--- src/rtl/sbp_defines.svh ---
// Constants for the serial boot and programming engine
// What this block does
// - Echo every loader byte received
// - Enter loader automatically after last byte
// - Drive port bit low, set address, program
// - Receiver holds bytes while next one arrives
// - Read back each programmed byte, send it
`ifndef SBP_DEFINES_SVH
`define SBP_DEFINES_SVH

// ==========================================
// Timing
`define SBP_CLK_HZ 100000000
`define SBP_BAUD 1200
`define SBP_OVERSAMPLE 16
`define SBP_TICK_CYCLES (`SBP_CLK_HZ / (`SBP_BAUD * `SBP_OVERSAMPLE))
`define SBP_TICK_W 13

// ==========================================
// Session layout
`define SBP_SYNC_BYTE 8'hFF
`define SBP_LOADER_LEN 25
`define SBP_CNT_W 8
`define SBP_PROG_BASE 16'h0000
`define SBP_ADDR_W 16
`define SBP_DATA_W 8
`define SBP_FIFO_DEPTH 4

`endif

--- src/rtl/sbp_pkg.sv ---
// Types for the serial boot and programming engine
`default_nettype none
package sbp_pkg;
  typedef enum logic [2:0] {
    SBP_SYNC = 3'b000,
    SBP_LOAD = 3'b001,
    SBP_SETUP = 3'b010,
    SBP_PROG = 3'b011,
    SBP_READ = 3'b100,
    SBP_SEND = 3'b101
  } sbp_state_t;
endpackage
`default_nettype wire

--- src/rtl/sbp_top.sv ---
// Serial boot loader and one-time memory programming engine
`timescale 1ns/10ps
`default_nettype none
`include "sbp_defines.svh"
module sbp_top #(
  parameter int TICK_DIV = `SBP_TICK_CYCLES,
  parameter int LOADER_LEN = `SBP_LOADER_LEN
) (
  input wire logic clk,
  input wire logic srst,
  input wire logic rxd,
  output logic txd,
  output logic portc0,
  output logic prog_active,
  output logic rx_overrun,
  output logic [`SBP_ADDR_W-1:0] nvm_addr,
  output logic [`SBP_DATA_W-1:0] nvm_wdata,
  output logic nvm_wr,
  output logic nvm_rd,
  input wire logic [`SBP_DATA_W-1:0] nvm_rdata,
  input wire logic nvm_ack
);
  sbp_pkg::sbp_state_t state_r;
  logic rxd_m_r;
  logic rxd_s_r;
  logic [`SBP_TICK_W-1:0] div_r;
  logic tick;
  logic rx_act_r;
  logic [3:0] rx_ph_r;
  logic [3:0] rx_bit_r;
  logic [7:0] rx_sh_r;
  logic rx_push_r;
  logic fifo_in_ready;
  logic fifo_valid;
  logic fifo_pop;
  logic [`SBP_DATA_W-1:0] fifo_data;
  logic tx_busy_r;
  logic [3:0] tx_ph_r;
  logic [3:0] tx_bit_r;
  logic [8:0] tx_sh_r;
  logic [7:0] tx_data_r;
  logic tx_start;
  logic [7:0] tx_byte;
  logic [`SBP_CNT_W-1:0] load_cnt_r;
  logic [`SBP_DATA_W-1:0] rb_r;
  logic txd_r;
  logic portc0_r;
  logic prog_active_r;
  logic overrun_r;
  logic [`SBP_ADDR_W-1:0] addr_r;
  logic [`SBP_DATA_W-1:0] wdata_r;
  logic wr_r;
  logic rd_r;

  assign txd = txd_r;
  assign portc0 = portc0_r;
  assign prog_active = prog_active_r;
  assign rx_overrun = overrun_r;
  assign nvm_addr = addr_r;
  assign nvm_wdata = wdata_r;
  assign nvm_wr = wr_r;
  assign nvm_rd = rd_r;

  // ==========================================
  // Pin synchroniser and oversampling tick
  always_ff @(posedge clk) begin
    if (srst) begin
      rxd_m_r <= 1'b1;
      rxd_s_r <= 1'b1;
    end else begin
      rxd_m_r <= rxd;
      rxd_s_r <= rxd_m_r;
    end
  end

  assign tick = (div_r == `SBP_TICK_W'(TICK_DIV - 1));

  always_ff @(posedge clk) begin
    if (srst || tick) begin
      div_r <= '0;
    end else begin
      div_r <= div_r + 1'b1;
    end
  end

  // ==========================================
  // Receiver: samples mid-bit, false starts dropped
  always_ff @(posedge clk) begin
    if (srst) begin
      rx_act_r <= 1'b0;
      rx_ph_r <= '0;
      rx_bit_r <= '0;
      rx_sh_r <= '0;
      rx_push_r <= 1'b0;
    end else begin
      rx_push_r <= 1'b0;
      if (!rx_act_r) begin
        if (tick && !rxd_s_r) begin
          rx_act_r <= 1'b1;
          rx_ph_r <= '0;
          rx_bit_r <= '0;
        end
      end else if (tick) begin
        rx_ph_r <= rx_ph_r + 1'b1;
        if (rx_ph_r == 4'h7) begin
          rx_bit_r <= rx_bit_r + 1'b1;
          if (rx_bit_r == 4'h0 && rxd_s_r) begin
            rx_act_r <= 1'b0;
          end else if (rx_bit_r == 4'h9) begin
            rx_act_r <= 1'b0;
            rx_push_r <= rxd_s_r;
          end else if (rx_bit_r != 4'h0) begin
            rx_sh_r <= {rxd_s_r, rx_sh_r[7:1]};
          end
        end
      end
    end
  end

  // Queue lets the next byte arrive while one is programmed
  sbp_fifo #(
    .WIDTH(`SBP_DATA_W),
    .DEPTH(`SBP_FIFO_DEPTH)
  ) u_fifo (
    .clk(clk),
    .srst(srst),
    .in_valid(rx_push_r),
    .in_ready(fifo_in_ready),
    .in_data(rx_sh_r),
    .out_valid(fifo_valid),
    .out_ready(fifo_pop),
    .out_data(fifo_data)
  );

  always_ff @(posedge clk) begin
    if (srst) begin
      overrun_r <= 1'b0;
    end else if (rx_push_r && !fifo_in_ready) begin
      overrun_r <= 1'b1;
    end
  end

  // ==========================================
  // Sequencer
  always_comb begin
    fifo_pop = 1'b0;
    tx_start = 1'b0;
    tx_byte = fifo_data;
    case (state_r)
      sbp_pkg::SBP_SYNC: fifo_pop = fifo_valid;
      sbp_pkg::SBP_LOAD: begin
        fifo_pop = fifo_valid && !tx_busy_r;
        tx_start = fifo_pop;
      end
      sbp_pkg::SBP_PROG: fifo_pop = fifo_valid && !wr_r;
      sbp_pkg::SBP_SEND: begin
        tx_start = !tx_busy_r;
        tx_byte = rb_r;
      end
      default: fifo_pop = 1'b0;
    endcase
  end

  always_ff @(posedge clk) begin
    if (srst) begin
      state_r <= sbp_pkg::SBP_SYNC;
      load_cnt_r <= '0;
    end else begin
      case (state_r)
        sbp_pkg::SBP_SYNC: begin
          if (fifo_pop && fifo_data == `SBP_SYNC_BYTE) begin
            state_r <= sbp_pkg::SBP_LOAD;
            load_cnt_r <= '0;
          end
        end
        sbp_pkg::SBP_LOAD: begin
          if (fifo_pop) begin
            load_cnt_r <= load_cnt_r + 1'b1;
            if (load_cnt_r == `SBP_CNT_W'(LOADER_LEN - 1)) begin
              state_r <= sbp_pkg::SBP_SETUP;
            end
          end
        end
        sbp_pkg::SBP_SETUP: state_r <= sbp_pkg::SBP_PROG;
        sbp_pkg::SBP_PROG: begin
          if (wr_r && nvm_ack) begin
            state_r <= sbp_pkg::SBP_READ;
          end
        end
        sbp_pkg::SBP_READ: begin
          if (rd_r && nvm_ack) begin
            state_r <= sbp_pkg::SBP_SEND;
          end
        end
        sbp_pkg::SBP_SEND: begin
          if (tx_start) begin
            state_r <= sbp_pkg::SBP_PROG;
          end
        end
        default: state_r <= sbp_pkg::SBP_SYNC;
      endcase
    end
  end

  // ==========================================
  // Programming port and indicator
  always_ff @(posedge clk) begin
    if (srst) begin
      portc0_r <= 1'b1;
      prog_active_r <= 1'b0;
      addr_r <= '0;
      wdata_r <= '0;
      wr_r <= 1'b0;
      rd_r <= 1'b0;
      rb_r <= '0;
    end else begin
      if (state_r == sbp_pkg::SBP_SETUP) begin
        portc0_r <= 1'b0;
        prog_active_r <= 1'b1;
        addr_r <= `SBP_PROG_BASE;
      end
      if (state_r == sbp_pkg::SBP_PROG && fifo_pop) begin
        wdata_r <= fifo_data;
        wr_r <= 1'b1;
      end else if (wr_r && nvm_ack) begin
        wr_r <= 1'b0;
        rd_r <= 1'b1;
      end else if (rd_r && nvm_ack) begin
        rd_r <= 1'b0;
        rb_r <= nvm_rdata;
      end
      if (state_r == sbp_pkg::SBP_SEND && tx_start) begin
        addr_r <= addr_r + 1'b1;
      end
    end
  end

  // ==========================================
  // Transmitter, shared by echo and read-back
  always_ff @(posedge clk) begin
    if (srst) begin
      tx_busy_r <= 1'b0;
      tx_ph_r <= '0;
      tx_bit_r <= '0;
      tx_sh_r <= '0;
      tx_data_r <= '0;
      txd_r <= 1'b1;
    end else if (tx_start) begin
      tx_busy_r <= 1'b1;
      tx_ph_r <= '0;
      tx_bit_r <= '0;
      tx_sh_r <= {1'b1, tx_byte};
      tx_data_r <= tx_byte;
      txd_r <= 1'b0;
    end else if (tx_busy_r && tick) begin
      tx_ph_r <= tx_ph_r + 1'b1;
      if (tx_ph_r == 4'hF) begin
        tx_bit_r <= tx_bit_r + 1'b1;
        if (tx_bit_r == 4'h9) begin
          tx_busy_r <= 1'b0;
          txd_r <= 1'b1;
        end else begin
          txd_r <= tx_sh_r[0];
          tx_sh_r <= {1'b0, tx_sh_r[8:1]};
        end
      end
    end
  end

  // ==========================================
  // Checks
  chk_echo_byte: assert property (@(posedge clk) disable iff (srst)
    (state_r == sbp_pkg::SBP_LOAD && fifo_pop) |=> (tx_busy_r && !txd_r && tx_data_r == $past(fifo_data)))
    else $error("loader byte not echoed");
  chk_auto_run: assert property (@(posedge clk) disable iff (srst)
    (state_r == sbp_pkg::SBP_LOAD && fifo_pop && load_cnt_r == `SBP_CNT_W'(LOADER_LEN - 1))
    |=> state_r == sbp_pkg::SBP_SETUP ##1 state_r == sbp_pkg::SBP_PROG)
    else $error("loader did not start by itself");
  chk_setup_port: assert property (@(posedge clk) disable iff (srst)
    (state_r == sbp_pkg::SBP_SETUP) |=> (!portc0_r && prog_active_r && addr_r == `SBP_PROG_BASE))
    else $error("setup did not drive port low or set address");
  chk_port_stays: assert property (@(posedge clk) disable iff (srst)
    (state_r == sbp_pkg::SBP_SYNC || state_r == sbp_pkg::SBP_LOAD) |-> portc0_r)
    else $error("port bit low before loader ran");
  chk_write_read: assert property (@(posedge clk) disable iff (srst)
    (wr_r && nvm_ack) |=> (rd_r && !wr_r && state_r == sbp_pkg::SBP_READ))
    else $error("no read after program");
  chk_readback_tx: assert property (@(posedge clk) disable iff (srst)
    (rd_r && nvm_ack) |=> (rb_r == $past(nvm_rdata) && state_r == sbp_pkg::SBP_SEND))
    else $error("read-back value not held for sending");
  // Cycles spent waiting for the transmitter to free up
  logic [31:0] send_wait_r;
  always_ff @(posedge clk) begin
    send_wait_r <= (srst || state_r != sbp_pkg::SBP_SEND) ? '0 : send_wait_r + 32'h00000001;
  end
  chk_send_bound: assert property (@(posedge clk) disable iff (srst)
    (state_r == sbp_pkg::SBP_SEND) |-> (send_wait_r < 32'(10 * 16 * TICK_DIV + 4)))
    else $error("read-back not sent within one frame");
endmodule
`default_nettype wire

--- src/rtl/sbp_fifo.sv ---
// Small synchronous FIFO with valid/ready on both sides
`timescale 1ns/10ps
`default_nettype none
module sbp_fifo #(
  parameter int WIDTH = 8,
  parameter int DEPTH = 4
) (
  input wire logic clk,
  input wire logic srst,
  input wire logic in_valid,
  output logic in_ready,
  input wire logic [WIDTH-1:0] in_data,
  output logic out_valid,
  input wire logic out_ready,
  output logic [WIDTH-1:0] out_data
);
  localparam int PW = (DEPTH > 1) ? $clog2(DEPTH) : 1;
  logic [WIDTH-1:0] mem [DEPTH];
  logic [PW-1:0] wr_ptr_r;
  logic [PW-1:0] rd_ptr_r;
  logic [PW:0] count_r;
  logic push;
  logic pop;

  assign in_ready = (count_r != (PW+1)'(DEPTH));
  assign out_valid = (count_r != '0);
  assign out_data = mem[rd_ptr_r];
  assign push = in_valid && in_ready;
  assign pop = out_valid && out_ready;

  always_ff @(posedge clk) begin
    if (push) begin
      mem[wr_ptr_r] <= in_data;
    end
  end

  always_ff @(posedge clk) begin
    if (srst) begin
      wr_ptr_r <= '0;
      rd_ptr_r <= '0;
      count_r <= '0;
    end else begin
      if (push) begin
        wr_ptr_r <= (wr_ptr_r == PW'(DEPTH-1)) ? '0 : wr_ptr_r + 1'b1;
      end
      if (pop) begin
        rd_ptr_r <= (rd_ptr_r == PW'(DEPTH-1)) ? '0 : rd_ptr_r + 1'b1;
      end
      if (push && !pop) begin
        count_r <= count_r + 1'b1;
      end else if (pop && !push) begin
        count_r <= count_r - 1'b1;
      end
    end
  end

  // ==========================================
  // Checks
  chk_full_refuse: assert property (@(posedge clk) disable iff (srst)
    (count_r == (PW+1)'(DEPTH)) |-> !in_ready) else $error("fifo accepts while full");
  chk_hold_count: assert property (@(posedge clk) disable iff (srst)
    (push && !pop) |=> (count_r == $past(count_r) + 1'b1)) else $error("fifo lost a byte");
endmodule
`default_nettype wire

--- config.mk ---
export PLATFORM = sky130hd
export DESIGN_NAME = sbp_top
export DESIGN_NICKNAME = d
export VERILOG_FILES = /design/src/rtl/sbp_pkg.sv /design/src/rtl/sbp_top.sv /design/src/rtl/sbp_fifo.sv
export VERILOG_INCLUDE_DIRS = /design/src /design/src/rtl
export SDC_FILE = /design/constraint.sdc
export NUM_CORES = 1
export LEC_CHECK = 0
export BUFFER_PORTS_ARGS = -buffer_cell sky130_fd_sc_hd__buf_2
export CAP_MARGIN = 40
export CORE_ASPECT_RATIO = 0.6
export CORE_MARGIN = 2
export CORE_UTILIZATION = 40
export CTS_CLUSTER_DIAMETER = 50
export DETAILED_ROUTE_END_ITERATION = 16
export SYNTH_ARGS = -nofsm -noshare
export SYNTH_HDL_FRONTEND = slang
export SYNTH_HIERARCHICAL = 1
export SYNTH_SLANG_ARGS = --single-unit
--- constraint.sdc ---
create_clock -name clk -period 2.95 [get_ports clk]
set_input_delay 0.59 -clock clk [delete_from_list [all_inputs] [get_ports clk]]
set_output_delay 0.59 -clock clk [all_outputs]
set_load 0.02 [all_outputs]
# Yosys cells after proc, flatten, opt, wreduce, memory -nomap -nowiden
# Memory sizes are Yosys's and may differ from the RTL's. A register that Yosys moved wholly into a read port is not among the register bits.
# Cells that the tools add are included.
# op_classes
n_addsub	11
n_reduce_logical	48
n_bitwise	7
n_eq_ne	24
muxes	51
# ops
op	count
9-bit two-way mux	4
16-bit two-way mux	2
3-bit two-way mux	8
4-bit two-way mux	6
8-bit two-way mux	3
1-bit two-way mux	20
3-bit case mux with 6 select lines	1
2-bit nonzero test	9
16-bit by 1-bit adder with 16-bit output (second input constant)	1
4-bit by 1-bit adder with 4-bit output (second input constant)	4
2-bit != test (second input constant)	8
8-bit case mux with 2 select lines	1
1-bit logical AND	15
3-bit AND reduction	5
13-bit by 1-bit adder with 13-bit output (second input constant)	1
13-bit == test (second input constant)	1
4-bit == test (second input constant)	3
6-bit AND reduction	2
8-bit by 1-bit adder with 8-bit output (second input constant)	1
8-bit by 5-bit == test with 1-bit output (second input constant)	1
8-bit == test (second input constant)	1
2-bit two-way mux	4
2-bit AND reduction	4
1-bit NOT	7
other kinds (20)	29
# totals
ramBits	32
input_bits	12
register_bits	107
memories	1
elab_cells	168
# memory_table
memory	words	width	read_ports	rd_ports_with_merged_regs	write_ports	line_no	text
u_fifo.mem	4	8	1	1	1	sbp_fifo.sv:18	logic [WIDTH-1:0] mem [DEPTH];

# Depth between registers and ports, before layout
# depth
ltp_word	7
depth_mapped	10

# Hierarchy
# Netlist, hierarchy kept.
# by_module_without_submodules
module	seq_area_each_um2	area_each_um2	n_inst	cells_each
sbp_top	2001.9	4571.9	1	524
sbp_fifo	1141.1	1634.1	1	90

# Worst setup path before layout
# No wires, ideal clock.
# synth_path
path_type	register to register
from	register u_fifo.count_r[1]
to	register u_fifo.count_r[2]
path_slack_ns	0.328
arrival_ns	2.552
setup_time_ns	0.070
path_stages_with_launch	11
cell_sequence	dfxtp_1 -> or3_2 -> nand2b_1 -> a21oi_1 -> o31ai_1 -> ha_1 -> inv_1 -> fa_1 -> xor2_1 -> or3_2 -> a21oi_1
# synth_via
elab_chain_cells	7
# synth_rtl
element	line_no	text
start, declared	sbp_fifo.sv:21	logic [PW:0] count_r;
start signal, assigned	sbp_fifo.sv:50	count_r <= count_r + 1'b1;
start signal, assigned	sbp_fifo.sv:52	count_r <= count_r - 1'b1;
3-bit nonzero test *	sbp_fifo.sv:26	assign out_valid = (count_r != '0);
via fifo_valid	sbp_top.sv:34	logic fifo_valid;
1-bit logical AND (on tied branches)	sbp_top.sv:155, sbp_top.sv:152	
1-bit case mux with 3 select lines *	sbp_top.sv:149	case (state_r)
via fifo_pop	sbp_top.sv:35	logic fifo_pop;
1-bit logical AND *	sbp_fifo.sv:29	assign pop = out_valid && out_ready;
1-bit zero test	sbp_fifo.sv:49	if (push && !pop) begin
1-bit logical AND	sbp_fifo.sv:49	
3-bit two-way mux / 2-bit nonzero test (equally long branches)	-	
# Mark *: on every way through the listed nets, which the timed path passes. The rest lies on a longest branch. The select of a mux whose other input is x is not followed.
# A chain may end at the register's enable or synchronous reset.

# Worst setup path after layout
# Same ends and word-level chain as after synthesis.

==> results.toml <==
[place]
gp_congestion = 0.8189
port_buffers = 41
hpwl_um = 9390

[power]
leakage_nw = 2.769
ir_worst_vdd_mv = 0.3795
power_density_mw_per_mm2 = 601.5

[global_routing]
grt_pass1_vias = 4415
grt_max_degree = 34
met3_usage_pct = 4.566
antenna_found_initial = 0
gr-usage-met1_pct = 23.97
grt.busiest_layer = "met2"
grt_use_total_pct = 16.99
grt_remaining_overflow = 0
grt_pass1_wl_um = 21910
grtUsageMet2_pct = 25.91

[timing]
fin_setup_tns_ns = 0
hold_ws_ns = 0.3572
hold_viol_final = 0
max_freq_mhz = 364.3
min_period_ns = 2.745
rsz0062_at_grt = "false"
worst_pin_slew_ns = 0.6971
finalClockSkew_ns = 0.02100
setup_viol = 0
drv_slew = 0
slew_headroom_pct = 53.53
final.period_utilization_pct = 93.05

[layout]
fill_cells = 1420
area_delta_synth_final_pct = 16.77
finish.net_count = 687
layout-drive-gt1-share_pct = 18.66
n_antenna_cell = 0
layout_commonest_cell = "dfxtp_1"
mostFrequentLayoutCells = "dfxtp_1, nor2_1, nand2_1, buf_2, a21oi_1"

[drt]
drc_errors = 0
wirelength_um = 13270
post_drt_wl_per_cell_um = 15.20
dr.first_iter.drc_count = 393
vias_per_cell = 5.321
dr.pass1.iters = 5
ant_nets = 0
vias = 4645

[cts]
cts_sinks = 141
root_buffer = "clkbuf_16"
cts_resized = 0
clk_latency_ns = 0.43
clk_pin_slew_ns = 0.06
h-tree-depth = 4
cts_tree = "yes"
cts_buffer_depth = 2
cts_buffers = 17
cts_setup_buffers = 0
holdBufCountCts = 0

[flow_run]
cap_violations = 0

[floorplanning]
die_x_um = 164.8
placementRows = 35
io_pins = 42
die_h_um = 100.5
core_area_mm2 = 0.01524
die_area_mm2 = 0.01656
start_util_pct = 40.72

[critical_path]
critPathRequiredTime_ns = 3.29
end_kind = "flop"
critPathMaxStageDelay_ns = 0.54
worstSetupPathType = "flop to flop"
cpMaxStageDelayCell = "or3_2"
crit_path_cell_trace = "or3_2 -> nand2b_1 -> a21oi_1 -> o31ai_1 -> ha_1 -> inv_1 -> fa_1 -> xor2_1 -> or3_2 -> a21oi_1"
crit_path_start_kind = "flop"
crit_fanout = 5
crit_arrival_ns = 3.09

[yosys]
yosys_warnings = 6
yosysSeqAreaShare_pct = 50.65
ys.flop_type = "dfxtp_1"
syn_avg_cell_area_um2 = 10.11
synth.distinct_cells = 61
syn_inst = 614
ys_ff_latch = 141
synth_area_mm2 = 0.006206
synth-edff-count = 32
synth-async-reset-ratio_pct = 0
mappedNetlistNets = 644

[status]
outcome = "finished, final reports clean"

[hold_path]
hold_class = "primary input to flop"
[worst max-delay path, delay by kind of cell (launching register included)]
| family | cells | cell delay [ns] |
|---|---|---|
| AOI/OAI and AO/OA | 3 | 0.37 |
| xor gates and xnor gates | 1 | 0.16 |
| adders and majority gates | 2 | 0.68 |
| buffers and inverters | 1 | 0.06 |
| DFF | 1 | 0.35 |
| and+or+nand+nor | 3 | 1.05 |
[metal layers]
layer	part of all wire [%]	wire [um]	up-vias
li1	-	-	2291
met5	0	0	-
met2	43	5758	86
met1	51	6734	2255
met4	0.73	97	0
met3	5.1	676	13
[area by class of cell]
class / count / area [um2] / share of cell area, %
clock buffers: 17 / 425.4 / 5.870
flip-flops and latches: 141 / 3143 / 43.37
inverters: 19 / 71.32 / 0.9841
well taps: 203 / 254.0 / 3.505
multi-input cells: 428 / 2888 / 39.85
repair buffers: 50 / 272.8 / 3.764
clock inverters: 15 / 192.7 / 2.659
[sequential cells by signal (all words and copies together), names as in the netlist, 8 cells and up, named ones only]
register and flops:
rx_sh_r 8, tx_sh_r 9, nvm_addr 16, u_fifo/mem 32
nvm_wdata 8, load_cnt_r 8, rb_r 8, div_r 13
[where the power goes]
group          total [mW]  internal (mW)  switching, mW
combinational       0.148         0.0531         0.0945
clock                2.23           1.30          0.933
sequential           1.98           1.97        0.00874
[cells by family (layout without fill, tap and decap cells)]
family,Yosys count,count (layout),share of synthesized area [%]
AOI/OAI and AO/OA,87,87,8.851
buffers and inverters,45,101,2.822
muxes,54,54,10.69
and+or+nand+nor,247,247,20.14
DFF,141,141,50.65
xor gates and xnor gates,22,22,3.105
adders and majority gates,18,18,3.750
[through the flow]
step	area (um2)	instances	util (%)	setup WS, ns	power [mW]
floorplan	6206	614	-	0.3276	2.120
global placement	6629	841	43.50	0.3434	2.165
detailed placement	6629	841	43.50	0.2124	2.168
CTS	7247	873	47.55	0.1963	4.396
global route	7247	873	47.55	0.04459	4.514
finish	7247	873	47.55	0.2052	4.359
[cell usage after synthesis (2+ instances only)]
cell	count	area share [%]
mux2i_1	28	4.5
mux2_2	18	3.3
xor2_1	13	1.8
o31ai_1	4	0.48
a211oi_1	12	1.5
nor4_1	4	0.40
nor2b_1	4	0.40
ha_1	17	3.4
inv_1	18	1.1
and2_1	4	0.40
a311oi_1	2	0.28
nor3b_1	2	0.24
buf_2	4	0.32
nand3_1	19	1.5
o21ai_0	13	1.0
nor4b_1	2	0.28
nand4b_1	4	0.56
nand3b_1	7	0.85
or3_1	5	0.50
and3_1	6	0.60
nand2_1	57	3.4
mux4_2	8	2.9
nor2_1	83	5.0
and3_2	4	0.48
dfxtp_1	109	35
buf_1	3	0.18
or4_1	3	0.36
nand4bb_1	2	0.36
a21o_1	3	0.36
nand2b_1	4	0.40
xnor2_1	9	1.3
or2_2	3	0.30
a21oi_1	40	3.2
nand4_1	15	1.5
clkbuf_1	18	1.1
a32o_1	2	0.32
nor3_1	9	0.73
or3_2	2	0.24
edfxtp_1	32	15
[final timing paths]
path,startpoint,end,slack [ns],cells after the start
worst max register to register,u_fifo/count_r[1],u_fifo/count_r[2],0.21,10
worst max-delay path,u_fifo/count_r[1],u_fifo/count_r[2],0.21,10
worst min register to register,rxd_m_r,rxd_s_r,0.41,1
worst min-delay path,rxd,rxd_m_r,0.36,2
No activity file was read; power rests on OpenSTA's default activity.
